--- config.mk ---
export PLATFORM = sky130hd
export DESIGN_NAME = ebp_bridge_pwm
export DESIGN_NICKNAME = d
export VERILOG_FILES = /design/src/ebp_pkg.sv /design/src/ebp_bridge_pwm.sv /design/src/ebp_dead_band.sv
export SDC_FILE = /design/constraint.sdc
export NUM_CORES = 1
export LEC_CHECK = 0
export BUFFER_PORTS_ARGS = -buffer_cell sky130_fd_sc_hd__buf_2
export CAP_MARGIN = 20
export CELL_PAD_IN_SITES_DETAIL_PLACEMENT = 1
export CELL_PAD_IN_SITES_GLOBAL_PLACEMENT = 1
export CORE_UTILIZATION = 41
export CTS_CLUSTER_SIZE = 28
export DETAILED_ROUTE_END_ITERATION = 6
export GPL_ROUTABILITY_DRIVEN = 0
export GPL_TIMING_DRIVEN = 0
export PLACE_DENSITY_LB_ADDON = 0.1
export SETUP_SLACK_MARGIN = 0.1
export SLEW_MARGIN = 40
export SYNTH_ARGS = -nofsm -noshare
export SYNTH_HDL_FRONTEND = slang
export SYNTH_HIERARCHICAL = 1
export SYNTH_SLANG_ARGS = --single-unit
export TNS_END_PERCENT = 10
--- constraint.sdc ---
create_clock -name clk -period 2.9 [get_ports clk]
set_input_delay 0 -clock clk [delete_from_list [all_inputs] [get_ports clk]]
set_output_delay 0 -clock clk [all_outputs]
set_load 0.02 [all_outputs]
--- src/ebp_pkg.sv ---
// Constants for the enhanced bridge modulator output stage
package ebp_pkg;
    // Register byte offsets
    localparam logic [7:0] ADDR_MODE   = 8'h00;
    localparam logic [7:0] ADDR_DUTY   = 8'h04;
    localparam logic [7:0] ADDR_PERIOD = 8'h08;
    localparam logic [7:0] ADDR_TCTRL  = 8'h0c;
    localparam logic [7:0] ADDR_TCOUNT = 8'h10;
    localparam logic [7:0] ADDR_DBAND  = 8'h14;
    localparam logic [7:0] ADDR_SDCTL  = 8'h18;
    localparam logic [7:0] ADDR_FLAG   = 8'h1c;
    localparam logic [7:0] ADDR_PINDIR = 8'h20;
    // Reset values
    localparam logic [7:0] REG_RST     = 8'h00;
    localparam logic [3:0] PINDIR_RST  = 4'hf;
    // Field codes
    localparam logic [1:0] UNIT_PWM    = 2'h3;
    localparam logic [1:0] ARR_SINGLE  = 2'h0;
    localparam logic [1:0] ARR_HALF    = 2'h2;
    localparam logic [1:0] ARR_FWD     = 2'h1;
    localparam logic [1:0] ARR_REV     = 2'h3;
    localparam logic [1:0] SAFE_HIGH   = 2'h1;
    localparam logic [1:0] PSC_1       = 2'h0;
    localparam logic [1:0] PSC_4       = 2'h1;
    // Field positions
    localparam int MODE_ARR_LSB  = 6;
    localparam int MODE_DLO_LSB  = 4;
    localparam int TCTRL_RUN     = 2;
    localparam int DB_RESTART    = 7;
    localparam int SD_STATUS     = 7;
    localparam int SD_SRC_LSB    = 4;
    localparam int SD_AC_LSB     = 2;
    // Timing counts, in oscillator cycles
    localparam int         TCY_CLKS    = 4;
    localparam logic [1:0] TCY_LAST    = 2'(TCY_CLKS - 1);
    localparam logic [5:0] PSC_LIM_1   = 6'(TCY_CLKS * 1 - 1);
    localparam logic [5:0] PSC_LIM_4   = 6'(TCY_CLKS * 4 - 1);
    localparam logic [5:0] PSC_LIM_16  = 6'(TCY_CLKS * 16 - 1);
    localparam logic [5:0] PSC_VAL_1   = 6'h01;
    localparam logic [5:0] PSC_VAL_4   = 6'h04;
    localparam logic [5:0] PSC_VAL_16  = 6'h10;
    // Output phase
    typedef enum logic [3:0] {
        ST_WAIT = 4'b0001,
        ST_RUN  = 4'b0010,
        ST_TURN = 4'b0100,
        ST_HALT = 4'b1000
    } ebp_state_e;
endpackage : ebp_pkg

--- src/ebp_bridge_pwm.sv ---
// Enhanced bridge modulator output stage with APB registers
// Operation
// - All period timing is counted from the system clock.
// - Reset clears modulator registers and turns every pin into an input.
// - Arrangement code 00 single, 10 half, 01 forward, 11 reverse bridge.
// - Half bridge uses A and B, full bridge all four; others stay port pins.
// - Two bits pick active-low or active-high for pairs A/C and B/D.
// - After enabling, no waveform appears until a new period starts.
// - Writing zero to mode control releases every output pin to the port.
// - Half bridge drives the waveform on A and its complement on B.
// - Half bridge delays each rising active edge by a count of instruction cycles.
// - Dead band longer than the active time keeps that output inactive.
// - Forward drives A active, modulates D, holds B and C inactive.
// - Reverse drives C active, modulates B, holds A and D inactive.
// - Direction flip takes effect next period; modulation blanks, fixed outputs swap first.
// - The swap happens prescale oscillator cycles before the period ends.
// - Full bridge modes have no dead band.
// - Shutdown comes from interrupt pin low, comparators, or software setting status.
// - Status reads one while outputs are shut down, zero otherwise.
// - A shutdown event sets status until software or auto restart clears it.
// - Shutdown forces each enabled pair high, low or floating without the clock.
// - Source code selects comparator one, two, either, and interrupt pin combinations.
// - Pair safe code 00 low, 01 high, 1x high impedance.
// - Auto restart keeps status while the condition lasts, then clears it.
// - Condition is a level; status writes ignored while it lasts; output resumes at next period.
`timescale 1ns/1ps
`default_nettype none
module ebp_bridge_pwm
    import ebp_pkg::*;
(
    // Clock and reset
    input  wire logic        clk,
    input  wire logic        rst,
    // APB slave
    input  wire logic        psel,
    input  wire logic        penable,
    input  wire logic        pwrite,
    input  wire logic [7:0]  paddr,
    input  wire logic [31:0] pwdata,
    output logic [31:0]      prdata,
    output logic             pready,
    output logic             pslverr,
    // Shutdown sources
    input  wire logic        comparator_one,
    input  wire logic        comparator_two,
    input  wire logic        int_pin_n,
    // Port latch data for pins not under modulator control
    input  wire logic [3:0]  port_out,
    // Pins, index 0 output_a to 3 output_d
    output logic [3:0]       pin_out,
    output logic [3:0]       pin_oe
);

    // Registers
    logic [7:0]  mode_ctl_q;
    logic [7:0]  duty_high_byte_q;
    logic [7:0]  period_limit_q;
    logic [2:0]  tmr_ctl_q;
    logic [7:0]  dead_band_control_q;
    logic [6:0]  sd_ctl_q;
    logic        shutdown_status_q;
    logic        period_timer_flag_q;
    logic [3:0]  pin_direction_bit_q;
    logic [31:0] prdata_q;
    // Time base and output state
    logic [7:0]  period_timer_count_q;
    logic [5:0]  psc_q;
    logic [1:0]  tcy_q;
    logic [9:0]  duty_q;
    logic        dir_q;
    ebp_state_e  st_q;
    ebp_state_e  st_d;
    logic [1:0]  db_q;

    // Register fields
    wire [3:0] unit_mode_select          = mode_ctl_q[3:0];
    wire [1:0] duty_low_bits             = mode_ctl_q[MODE_DLO_LSB +: 2];
    wire [1:0] output_arrangement_select = mode_ctl_q[MODE_ARR_LSB +: 2];
    wire [1:0] period_timer_prescale     = tmr_ctl_q[1:0];
    wire       period_timer_run          = tmr_ctl_q[TCTRL_RUN];
    wire [6:0] dead_band_count           = dead_band_control_q[6:0];
    wire       auto_restart_enable       = dead_band_control_q[DB_RESTART];
    wire [2:0] shutdown_source_select    = sd_ctl_q[SD_SRC_LSB +: 3];
    wire [1:0] pair_ac_safe_state        = sd_ctl_q[SD_AC_LSB +: 2];
    wire [1:0] pair_bd_safe_state        = sd_ctl_q[1:0];

    // APB decode
    wire acc    = psel && penable;
    wire wr     = acc && pwrite;
    wire wr_mode = wr && paddr == ADDR_MODE;
    wire wr_sd  = wr && paddr == ADDR_SDCTL;
    wire hit    = paddr == ADDR_MODE || paddr == ADDR_DUTY || paddr == ADDR_PERIOD
               || paddr == ADDR_TCTRL || paddr == ADDR_TCOUNT || paddr == ADDR_DBAND
               || paddr == ADDR_SDCTL || paddr == ADDR_FLAG || paddr == ADDR_PINDIR;
    wire [7:0] rd_byte =
          paddr == ADDR_MODE   ? mode_ctl_q
        : paddr == ADDR_DUTY   ? duty_high_byte_q
        : paddr == ADDR_PERIOD ? period_limit_q
        : paddr == ADDR_TCTRL  ? {5'h00, tmr_ctl_q}
        : paddr == ADDR_TCOUNT ? period_timer_count_q
        : paddr == ADDR_DBAND  ? dead_band_control_q
        : paddr == ADDR_SDCTL  ? {shutdown_status_q, sd_ctl_q}
        : paddr == ADDR_FLAG   ? {7'h00, period_timer_flag_q}
        : paddr == ADDR_PINDIR ? {4'h0, pin_direction_bit_q}
        : 8'h00;
    assign pready  = 1'b1;
    assign pslverr = acc && !hit;
    assign prdata  = prdata_q;

    // Time base
    wire [5:0] psc_lim = period_timer_prescale == PSC_1 ? PSC_LIM_1
                       : period_timer_prescale == PSC_4 ? PSC_LIM_4 : PSC_LIM_16;
    wire [5:0] psc_val = period_timer_prescale == PSC_1 ? PSC_VAL_1
                       : period_timer_prescale == PSC_4 ? PSC_VAL_4 : PSC_VAL_16;
    wire [1:0] sub  = period_timer_prescale == PSC_1 ? psc_q[1:0]
                    : period_timer_prescale == PSC_4 ? psc_q[3:2] : psc_q[5:4];
    wire tmr_tick   = period_timer_run && psc_q == psc_lim;
    wire at_limit   = period_timer_count_q == period_limit_q;
    wire pstart     = tmr_tick && at_limit;
    wire tcy_tick   = tcy_q == TCY_LAST;
    wire raw        = {period_timer_count_q, sub} < duty_q;

    // Mode decode
    wire pwm_en   = unit_mode_select[3:2] == UNIT_PWM;
    wire is_half  = output_arrangement_select == ARR_HALF;
    wire is_full  = output_arrangement_select[0];
    wire turn_pt  = is_full && st_q == ST_RUN && output_arrangement_select[1] != dir_q
                 && period_timer_run && at_limit
                 && psc_q == 6'(psc_lim - psc_val);
    wire live     = st_q == ST_RUN || st_q == ST_TURN;
    wire mod      = raw && st_q == ST_RUN;

    // Shutdown
    wire sd_cond = (shutdown_source_select[0] && comparator_one)
                || (shutdown_source_select[1] && comparator_two)
                || (shutdown_source_select[2] && !int_pin_n);
    wire sd_act  = sd_cond || shutdown_status_q;

    // Output levels, active high before polarity
    wire [1:0] hb_src = {live && !raw, mod};
    wire [3:0] lvl =
          is_full ? {mod && !dir_q, live && dir_q, mod && dir_q, live && !dir_q}
        : is_half ? {2'b00, db_q}
        : {3'b000, mod};
    wire [3:0] used  = !pwm_en ? 4'h0 : is_full ? 4'hf : is_half ? 4'h3 : 4'h1;
    wire [3:0] inv   = {unit_mode_select[0], unit_mode_select[1],
                        unit_mode_select[0], unit_mode_select[1]};
    wire [3:0] safe_hi  = {pair_bd_safe_state == SAFE_HIGH, pair_ac_safe_state == SAFE_HIGH,
                           pair_bd_safe_state == SAFE_HIGH, pair_ac_safe_state == SAFE_HIGH};
    wire [3:0] safe_tri = {pair_bd_safe_state[1], pair_ac_safe_state[1],
                           pair_bd_safe_state[1], pair_ac_safe_state[1]};

    genvar gi;
    generate
        for (gi = 0; gi < 4; gi++) begin : g_pin
            assign pin_out[gi] = !used[gi] ? port_out[gi]
                               : sd_act ? safe_hi[gi]
                               : lvl[gi] ^ inv[gi];
            assign pin_oe[gi]  = !pin_direction_bit_q[gi]
                              && !(used[gi] && sd_act && safe_tri[gi]);
        end
        for (gi = 0; gi < 2; gi++) begin : g_db
            ebp_dead_band u_db (
                .clk             (clk),
                .rst             (rst),
                .raw             (hb_src[gi]),
                .tcy_tick        (tcy_tick),
                .dead_band_count (dead_band_count),
                .out_q           (db_q[gi])
            );
        end
    endgenerate

    // Output phase
    always_comb begin
        st_d = st_q;
        unique case (st_q)
            ST_WAIT: if (pstart) st_d = ST_RUN;
            ST_RUN:  if (turn_pt) st_d = ST_TURN;
            ST_TURN: if (pstart) st_d = ST_RUN;
            ST_HALT: if (pstart && !shutdown_status_q) st_d = ST_RUN;
            default: st_d = ST_WAIT;
        endcase
        if (sd_act) st_d = ST_HALT;
        if (!pwm_en) st_d = ST_WAIT;
    end

    always_ff @(posedge clk) begin
        if (rst) begin
            st_q  <= ST_WAIT;
            dir_q <= 1'b0;
        end else begin
            st_q <= st_d;
            if (turn_pt || !is_full || st_q != ST_RUN) begin
                dir_q <= output_arrangement_select[1];
            end
        end
    end

    // Timer and duty latch
    always_ff @(posedge clk) begin
        if (rst) begin
            psc_q                <= 6'h00;
            tcy_q                <= 2'h0;
            period_timer_count_q <= REG_RST;
            duty_q               <= 10'h000;
        end else begin
            tcy_q <= pstart ? 2'h0 : tcy_q + 2'h1;
            if (period_timer_run) begin
                psc_q <= tmr_tick ? 6'h00 : psc_q + 6'h01;
            end
            if (pstart) begin
                period_timer_count_q <= REG_RST;
                duty_q <= {duty_high_byte_q, duty_low_bits};
            end else if (tmr_tick) begin
                period_timer_count_q <= period_timer_count_q + 8'h01;
            end
        end
    end

    // Registers written by software
    always_ff @(posedge clk) begin
        if (rst) begin
            mode_ctl_q          <= REG_RST;
            duty_high_byte_q    <= REG_RST;
            period_limit_q      <= REG_RST;
            tmr_ctl_q           <= 3'h0;
            dead_band_control_q <= REG_RST;
            sd_ctl_q            <= 7'h00;
            pin_direction_bit_q <= PINDIR_RST;
            prdata_q            <= 32'h0000_0000;
        end else begin
            prdata_q <= (psel && !penable && !pwrite) ? {24'h00_0000, rd_byte} : 32'h0000_0000;
            if (wr_mode) mode_ctl_q <= pwdata[7:0];
            if (wr && paddr == ADDR_DUTY) duty_high_byte_q <= pwdata[7:0];
            if (wr && paddr == ADDR_PERIOD) period_limit_q <= pwdata[7:0];
            if (wr && paddr == ADDR_TCTRL) tmr_ctl_q <= pwdata[2:0];
            if (wr && paddr == ADDR_DBAND) dead_band_control_q <= pwdata[7:0];
            if (wr_sd) sd_ctl_q <= pwdata[6:0];
            if (wr && paddr == ADDR_PINDIR) pin_direction_bit_q <= pwdata[3:0];
        end
    end

    // Flags set by hardware; the set wins over a write
    always_ff @(posedge clk) begin
        if (rst) begin
            shutdown_status_q   <= 1'b0;
            period_timer_flag_q <= 1'b0;
        end else begin
            if (sd_cond) begin
                shutdown_status_q <= 1'b1;
            end else if (wr_sd) begin
                shutdown_status_q <= pwdata[SD_STATUS];
            end else if (auto_restart_enable) begin
                shutdown_status_q <= 1'b0;
            end
            if (pstart) begin
                period_timer_flag_q <= 1'b1;
            end else if (wr && paddr == ADDR_FLAG) begin
                period_timer_flag_q <= pwdata[0];
            end
        end
    end
endmodule : ebp_bridge_pwm
`default_nettype wire

--- src/ebp_dead_band.sv ---
// Dead-band delay of one inactive-to-active transition
`timescale 1ns/1ps
`default_nettype none
module ebp_dead_band
    import ebp_pkg::*;
(
    // Clock and reset
    input  wire logic       clk,
    input  wire logic       rst,
    // Control
    input  wire logic       raw,
    input  wire logic       tcy_tick,
    input  wire logic [6:0] dead_band_count,
    // Delayed level
    output logic            out_q
);
    logic [6:0] cnt_q;
    wire        reached = (cnt_q >= dead_band_count);

    always_ff @(posedge clk) begin
        if (rst || !raw) begin
            cnt_q <= 7'h00;
            out_q <= 1'b0;
        end else if (!out_q) begin
            if (reached) begin
                out_q <= 1'b1;
            end else if (tcy_tick) begin
                cnt_q <= cnt_q + 7'h01;
            end
        end
    end
endmodule : ebp_dead_band
`default_nettype wire

# Word level (Yosys, flattened, before mapping)
# Index checks and enable logic that the tools add are counted.
word_totals:
  ff_bits: 127
  inputBits: 52
  out_inout_bits: 42
  wordCells: 202
classes:
  addsub: 6
  order_cmp: 3
  n_eq_ne: 29
  n_mux: 43
  n_bitwise: 10
  reduce_logical: 89
ops:
  columns: ["op", "count"]
  rows:
  - ["8-bit two-way mux", 7]
  - ["1-bit logical AND", 42]
  - ["4-bit two-way mux", 9]
  - ["8-bit by 5-bit == test with 1-bit output, second input constant", 4]
  - ["1-bit logical NOT", 18]
  - ["6-bit two-way mux", 3]
  - ["1-bit two-way mux", 17]
  - ["8-bit by 4-bit == test with 1-bit output, second input constant", 2]
  - ["1-bit logical OR", 16]
  - ["7-bit by 1-bit adder with 7-bit output, second input constant", 2]
  - ["7-bit >= comparator", 2]
  - ["6-bit == test", 2]
  - ["4-bit case mux with 3 select lines", 1]
  - ["3-bit AND reduction", 4]
  - ["10-bit < comparator", 1]
  - ["5-bit two-way mux", 2]
  - ["8-bit by 1-bit adder with 8-bit output, second input constant", 1]
  - ["8-bit by 3-bit == test with 1-bit output, second input constant", 1]
  - ["8-bit by 6-bit == test with 1-bit output, second input constant", 1]
  - ["8-bit == test", 1]
  - ["8-bit logical NOT", 1]
  - ["2-bit two-way mux", 4]
  - ["2-bit OR reduction", 4]
  - ["6-bit by 1-bit adder with 6-bit output, second input constant", 1]
  - ["20 further kinds", 34]

# Depth between registers and ports, before layout
logic_depth:
  depth_word: 11
  depth_mapped: 13
  ltp_nobuf: 12

# Cells and area by module
# Netlist, hierarchy kept.
by_module_without_submodules:
  columns: ["module", "instances", "cells_per_inst", "area_per_inst_um2", "seq_area_each_um2"]
  rows:
  - ["ebp_bridge_pwm", 1, 606, 4946.0, 1741.7]
  - ["ebp_dead_band at g_db[1].u_db", 1, 63, 546.8, 160.2]
  - ["ebp_dead_band at g_db[0].u_db", 1, 65, 540.5, 160.2]

# Worst setup path before layout
# Ideal clock, no wire load.
synth_path:
  kind: "flip-flop to flip-flop"
  startpoint: "reg tmr_ctl_q[0]"
  endpoint: "reg g_db[0].u_db.cnt_q[6]"
  setup_ps: 123
  arrival_ps: 2198
  t_required_ps: 2777
  path_slack_ps: 579
  stages_incl_launch_ff: 13
  path_buffers: 2
  path_cell_list: "dfxtp_1 -> buf_6 -> mux2i_1 -> o21ai_0 -> ha_1 -> and4bb_2 -> nor3_1 -> o2bb2ai_2 -> nor3_1 -> nand2b_1 -> buf_1 -> nor2_1 -> mux2_1"
synth_between:
  elab_chain_cells: 7
  word_cells_on_any_way: 8
synth_lines:
  columns: ["item", "line", "source"]
  rows:
  - ["start, declared", "ebp_bridge_pwm.sv:58", "logic [2:0] tmr_ctl_q;"]
  - ["start signal, assigned", "ebp_bridge_pwm.sv:237", "if (wr && paddr == ADDR_TCTRL) tmr_ctl_q <= pwdata[2:0];"]
  - ["2-bit by 1-bit == test with 1-bit output", "ebp_bridge_pwm.sv:116", ": period_timer_prescale == PSC_4 ? psc_q[3:2] : psc_q[5:4];"]
  - ["2-bit two-way mux", "ebp_bridge_pwm.sv:116", null]
  - ["2-bit two-way mux (*)", "ebp_bridge_pwm.sv:115", "wire [1:0] sub = period_timer_prescale == PSC_1 ? psc_q[1:0]"]
  - ["10-bit < comparator (*)", "ebp_bridge_pwm.sv:121", "wire raw = {period_timer_count_q, sub} < duty_q;"]
  - ["1-bit logical AND (*)", "ebp_bridge_pwm.sv:131", "wire mod = raw && st_q == ST_RUN;"]
  - ["named net hb_src[0]", "ebp_bridge_pwm.sv:140", "wire [1:0] hb_src = {live && !raw, mod};"]
  - ["1-bit logical NOT (*)", "ebp_dead_band.sv:21", "if (rst || !raw) begin"]
  - ["1-bit logical OR (*)", "ebp_dead_band.sv:21", null]
  - ["end signal, assigned", "ebp_dead_band.sv:28", "cnt_q <= cnt_q + 7'h01;"]
  - ["end, declared", "ebp_dead_band.sv:17", "logic [6:0] cnt_q;"]
# The timed path passes the listed nets; every way through them passes the cells marked *.
# A chain may end at the register's enable or synchronous reset.

# Worst setup path in the final report
layout_path:
  startpoint: "reg period_timer_count_q[5]"
  endpoint: "out pin_out[0]"
layout_between:
  elab_chain_cells: 7
layout_lines:
  columns: ["item", "line", "source"]
  rows:
  - ["start, declared", "ebp_bridge_pwm.sv:66", "logic [7:0] period_timer_count_q;"]
  - ["start signal, assigned", "ebp_bridge_pwm.sv:216", "period_timer_count_q <= period_timer_count_q + 8'h01;"]
  - ["10-bit < comparator", "ebp_bridge_pwm.sv:121", null]
  - ["1-bit logical AND", "ebp_bridge_pwm.sv:131", null]
  - ["2-bit two-way mux", "ebp_bridge_pwm.sv:143", ": is_half ? {2'b00, db_q}"]
  - ["4-bit two-way mux", "ebp_bridge_pwm.sv:142", "is_full ? {mod && !dir_q, live && dir_q, mod && dir_q, live && !dir_q}"]
  - ["1-bit XOR", "ebp_bridge_pwm.sv:158", ": lvl[gi] ^ inv[gi];"]
  - ["1-bit two-way mux", "ebp_bridge_pwm.sv:157", ": sd_act ? safe_hi[gi]"]
  - ["1-bit two-way mux", "ebp_bridge_pwm.sv:156", "assign pin_out[gi] = !used[gi] ? port_out[gi]"]
  - ["end, declared", "ebp_bridge_pwm.sv:50", "output logic [3:0] pin_out,"]
# Every way passes these cells.

==> impl_metrics.tcl <==
set metrics [dict create \
    area_growth_pct 15.9 \
    fin_nets 896 \
    fin_crit_sh_pct 94.0 \
    syn_area_per_cell_um2 8.22 \
    drt_first_pass_iters 5 \
    hold_class "input port to flop" \
    dp_slack_ns 0.109 \
    cts_buffer_depth 2 \
    crit_type "flop to primary output" \
    worst-slew-pin-transition_ns 0.825 \
    dpl.hpwl_um 14800 \
    die_area_um2 15200 \
    ys.flop_type "dfxtp_1" \
    cts_tree "yes" \
    track_usage_pct 26.9 \
    whs_ns 0.0169 \
    power_leakage_uw 0.00277 \
    regToRegStartpoint "psc_q[3]$_SDFFE_PP0P_" \
    antenna-diode-count 0 \
    syn_inst 734 \
    ir_drop_mv 0.329 \
    wl_per_cell_um 19.5 \
    setup_viol 0 \
    vias_per_cell 5.66 \
    drc 0 \
    critPathLaunchType "flop" \
    ff2ff_path_depth 12 \
    finalSetupTns_ns 0 \
    synth_seq_cells 103 \
    ys_warn_count 6 \
    report.final.slew_viol_count 0 \
    wirelength_um 19500 \
    rrSetupSlack_ns 0.35 \
    syn_area_um2 6030 \
    p_seq_share_pct 47.3 \
    cts.htree.levels 3 \
    p_per_area_nw_per_um2 429 \
    grt_first_pass_wirelength_um 30400 \
    grt_pass1_vias 5629 \
    async_flop_share_pct 0 \
    period_minus_slack_ns 2.73 \
    final_common_cell "dfxtp_1" \
    ys_seq_area_share_pct 34.2 \
    fmax_mhz 367 \
    final_antenna_net_count 0 \
    clk_latency_ns 0.36 \
    num_rows 43 \
    cts_sinks 103 \
    status "finished, final reports clean" \
    fin_ws_ns 0.174 \
    final_cell_mix "dfxtp_1 (103), nand2_1 (85), nor2_1 (69)" \
    die_h_um 123 \
    ios 94 \
    die-width_um 123 \
    drive_above_1_share_pct 17.7 \
    hold_end "mode_ctl_q[1]$_SDFFE_PP0P_" \
    crit_fanout 5 \
    port_buffers 43 \
    vias 5668 \
    p_comb_share_pct 6.8 \
    p_clk_share_pct 45.9 \
    p_int_uw 2260 \
    overflow 0 \
    relSlewSlack_pct 45.0 \
    required_ns 2.90 \
    first_iter_violations 291 \
    skew_ns 0.00998 \
    coreArea_um2 14100 \
    antenna_found_initial 0 \
    hold_violations 0 \
    synth_cell_types 70 \
    post-cts-setup-buffer-count 0 \
    net-switching-power_uw 737 \
    cts_root_buf "clkbuf_16" \
    critPathArrivalTime_ns 2.73 \
    switching_share_pct 24.6 \
    clkTransAtPathRegs_ns 0.08 \
    end_kind "primary output" \
    fill_cells 1743 \
    start_util_pct 42.8 \
    synth_edf_count 0 \
    hold_path_startpoint "pwdata[1]" \
    min_path_cells 3 \
    grt_max_degree 20 \
    maxCapViolCount 0 \
    r2r_end "g_db[0].u_db/cnt_q[6]$_SDFFE_PP0P_" \
    numCtsBuffers 9 \
    rsz0062_at_grt "true" \
]
-- cell usage after synthesis (3+ instances only) --
master | n | share of area, %
xnor2_1 | 19 | 2.8
buf_2 | 12 | 1.0
nand2b_1 | 8 | 0.83
a21oi_1 | 56 | 4.6
a211oi_1 | 3 | 0.37
and3_1 | 17 | 1.8
mux2i_1 | 32 | 5.3
a31oi_1 | 10 | 1.0
nor2_1 | 69 | 4.3
o22ai_1 | 3 | 0.31
buf_6 | 3 | 0.56
o221ai_1 | 6 | 0.87
nand3_1 | 31 | 2.6
nand2_1 | 85 | 5.3
o21ai_0 | 16 | 1.3
nor2b_1 | 7 | 0.73
nand3b_1 | 5 | 0.62
and2_1 | 4 | 0.41
a21oi_2 | 3 | 0.44
nor3_2 | 3 | 0.50
nor3_1 | 13 | 1.1
nor4_1 | 4 | 0.41
o21ai_1 | 5 | 0.41
a211o_1 | 5 | 0.73
buf_4 | 31 | 3.9
a32oi_1 | 3 | 0.44
nor3b_1 | 4 | 0.50
xor2_1 | 11 | 1.6
inv_1 | 33 | 2.1
o21a_1 | 6 | 0.75
dfxtp_1 | 103 | 34
a22oi_1 | 8 | 1.0
ha_1 | 28 | 5.8
clkbuf_1 | 14 | 0.87
a211oi_2 | 3 | 0.62
a221oi_1 | 3 | 0.44
nand2_2 | 4 | 0.41
nand4_1 | 18 | 1.9
o21ai_2 | 3 | 0.44
-- repair_timing --
item                       4_1_cts  5_1_grt
hold buffers                     5        0
pin swaps                        0        2
gates resized for setup          0        8
gates cloned                     0        0
hold endpoints to repair        14        0
setup endpoints to repair        1        7
-- cell type report --
type / instances / area, um2 / share of cell area, %
inverter: 35 / 131 / 1.88
clock inverter: 7 / 114 / 1.63
buffer: 62 / 388 / 5.55
clock buffer: 9 / 225 / 3.22
timing repair buffer: 48 / 265 / 3.79
tap: 180 / 225 / 3.22
sequential: 103 / 2060 / 29.5
multi-input combinational: 557 / 3580 / 51.2
-- sequential cells by signal, indices dropped and copies added (netlist names), 3 cells and up --
| register | count |
|---|---|
| duty_q | 10 |
| st_q | 4 |
| period_timer_count_q | 8 |
| prdata | 8 |
| dead_band_control_q | 8 |
| period_limit_q | 8 |
| psc_q | 6 |
| duty_high_byte_q | 8 |
| mode_ctl_q | 8 |
| pin_direction_bit_q | 4 |
| sd_ctl_q | 7 |
| tmr_ctl_q | 3 |
| g_db.u_db/cnt_q | 14 |
-- worst max path at each step --
stage / startpoint / slack, ns / end
detailed placement: psc_q[3]$_SDFFE_PP0P_ / 0.11 / g_db[0].u_db/cnt_q[6]$_SDFFE_PP0P_
finish: period_timer_count_q[5]$_SDFFE_PP0N_ / 0.17 / pin_out[0]
global placement: psc_q[3]$_SDFFE_PP0P_ / 0.18 / g_db[0].u_db/cnt_q[6]$_SDFFE_PP0P_
floorplan: tmr_ctl_q[0]$_SDFFE_PP0P_ / 0.58 / g_db[0].u_db/cnt_q[6]$_SDFFE_PP0P_
CTS: tmr_ctl_q[0]$_SDFFE_PP0P_ / 0.1 / pin_out[1]
global route: period_timer_count_q[7]$_SDFFE_PP0N_ / 0.11 / pin_out[0]
-- logic make-up (layout without fill, tap and decap cells) --
kind of cell	Yosys count	count (layout)	share of synthesized area [%]
buffers and inverters	97	161	8.59
AO/OA/AOI/OAI	150	150	16.9
XOR/XNOR	30	30	4.36
other	2	25	0.124
AND/OR/NAND/NOR	289	289	24.2
flip-flops	103	103	34.2
adder cells (fa/ha/maj)	28	28	5.81
multiplexers	35	35	5.87
-- per-layer routing --
layer / track usage, % / wire length (um)
met4: 10.0 / 514
met2: 43.4 / 8840
met1: 36.0 / 9080
met5: 0 / 0
met3: 4.15 / 1090
-- critical path, stage by stage (launching register included) --
cell,delay (ns)
dfxtp_1,0.52
ha_1,0.31
a21oi_1,0.17
o21ai_2,0.20
or4_1,0.54
o21ai_1,0.15
xnor2_1,0.08
o22ai_1,0.19
buf_2,0.19
-- power groups by stage --
stage	combinational [uW]	clock, uW	sequential [uW]
after global routing	218	1460	1420
after CTS	200	1400	1420
after global placement	192	0	1450
after floorplan	122	0	1450
after detailed placement	195	0	1450
final	205	1380	1420
-- per-stage QoR --
step | instance area, um2 | power, uW | utilization [%] | std cells
6_report | 6990 | 3000 | 49.6 | 1001
2_1_floorplan | 6120 | 1570 | - | 757
3_5_place_dp | 6560 | 1640 | 46.5 | 980
3_3_place_gp | 6560 | 1640 | 46.5 | 980
4_1_cts | 6950 | 3020 | 49.3 | 1001
5_1_grt | 6990 | 3100 | 49.6 | 1001
Note: power is estimated with default switching activity, not from simulation.
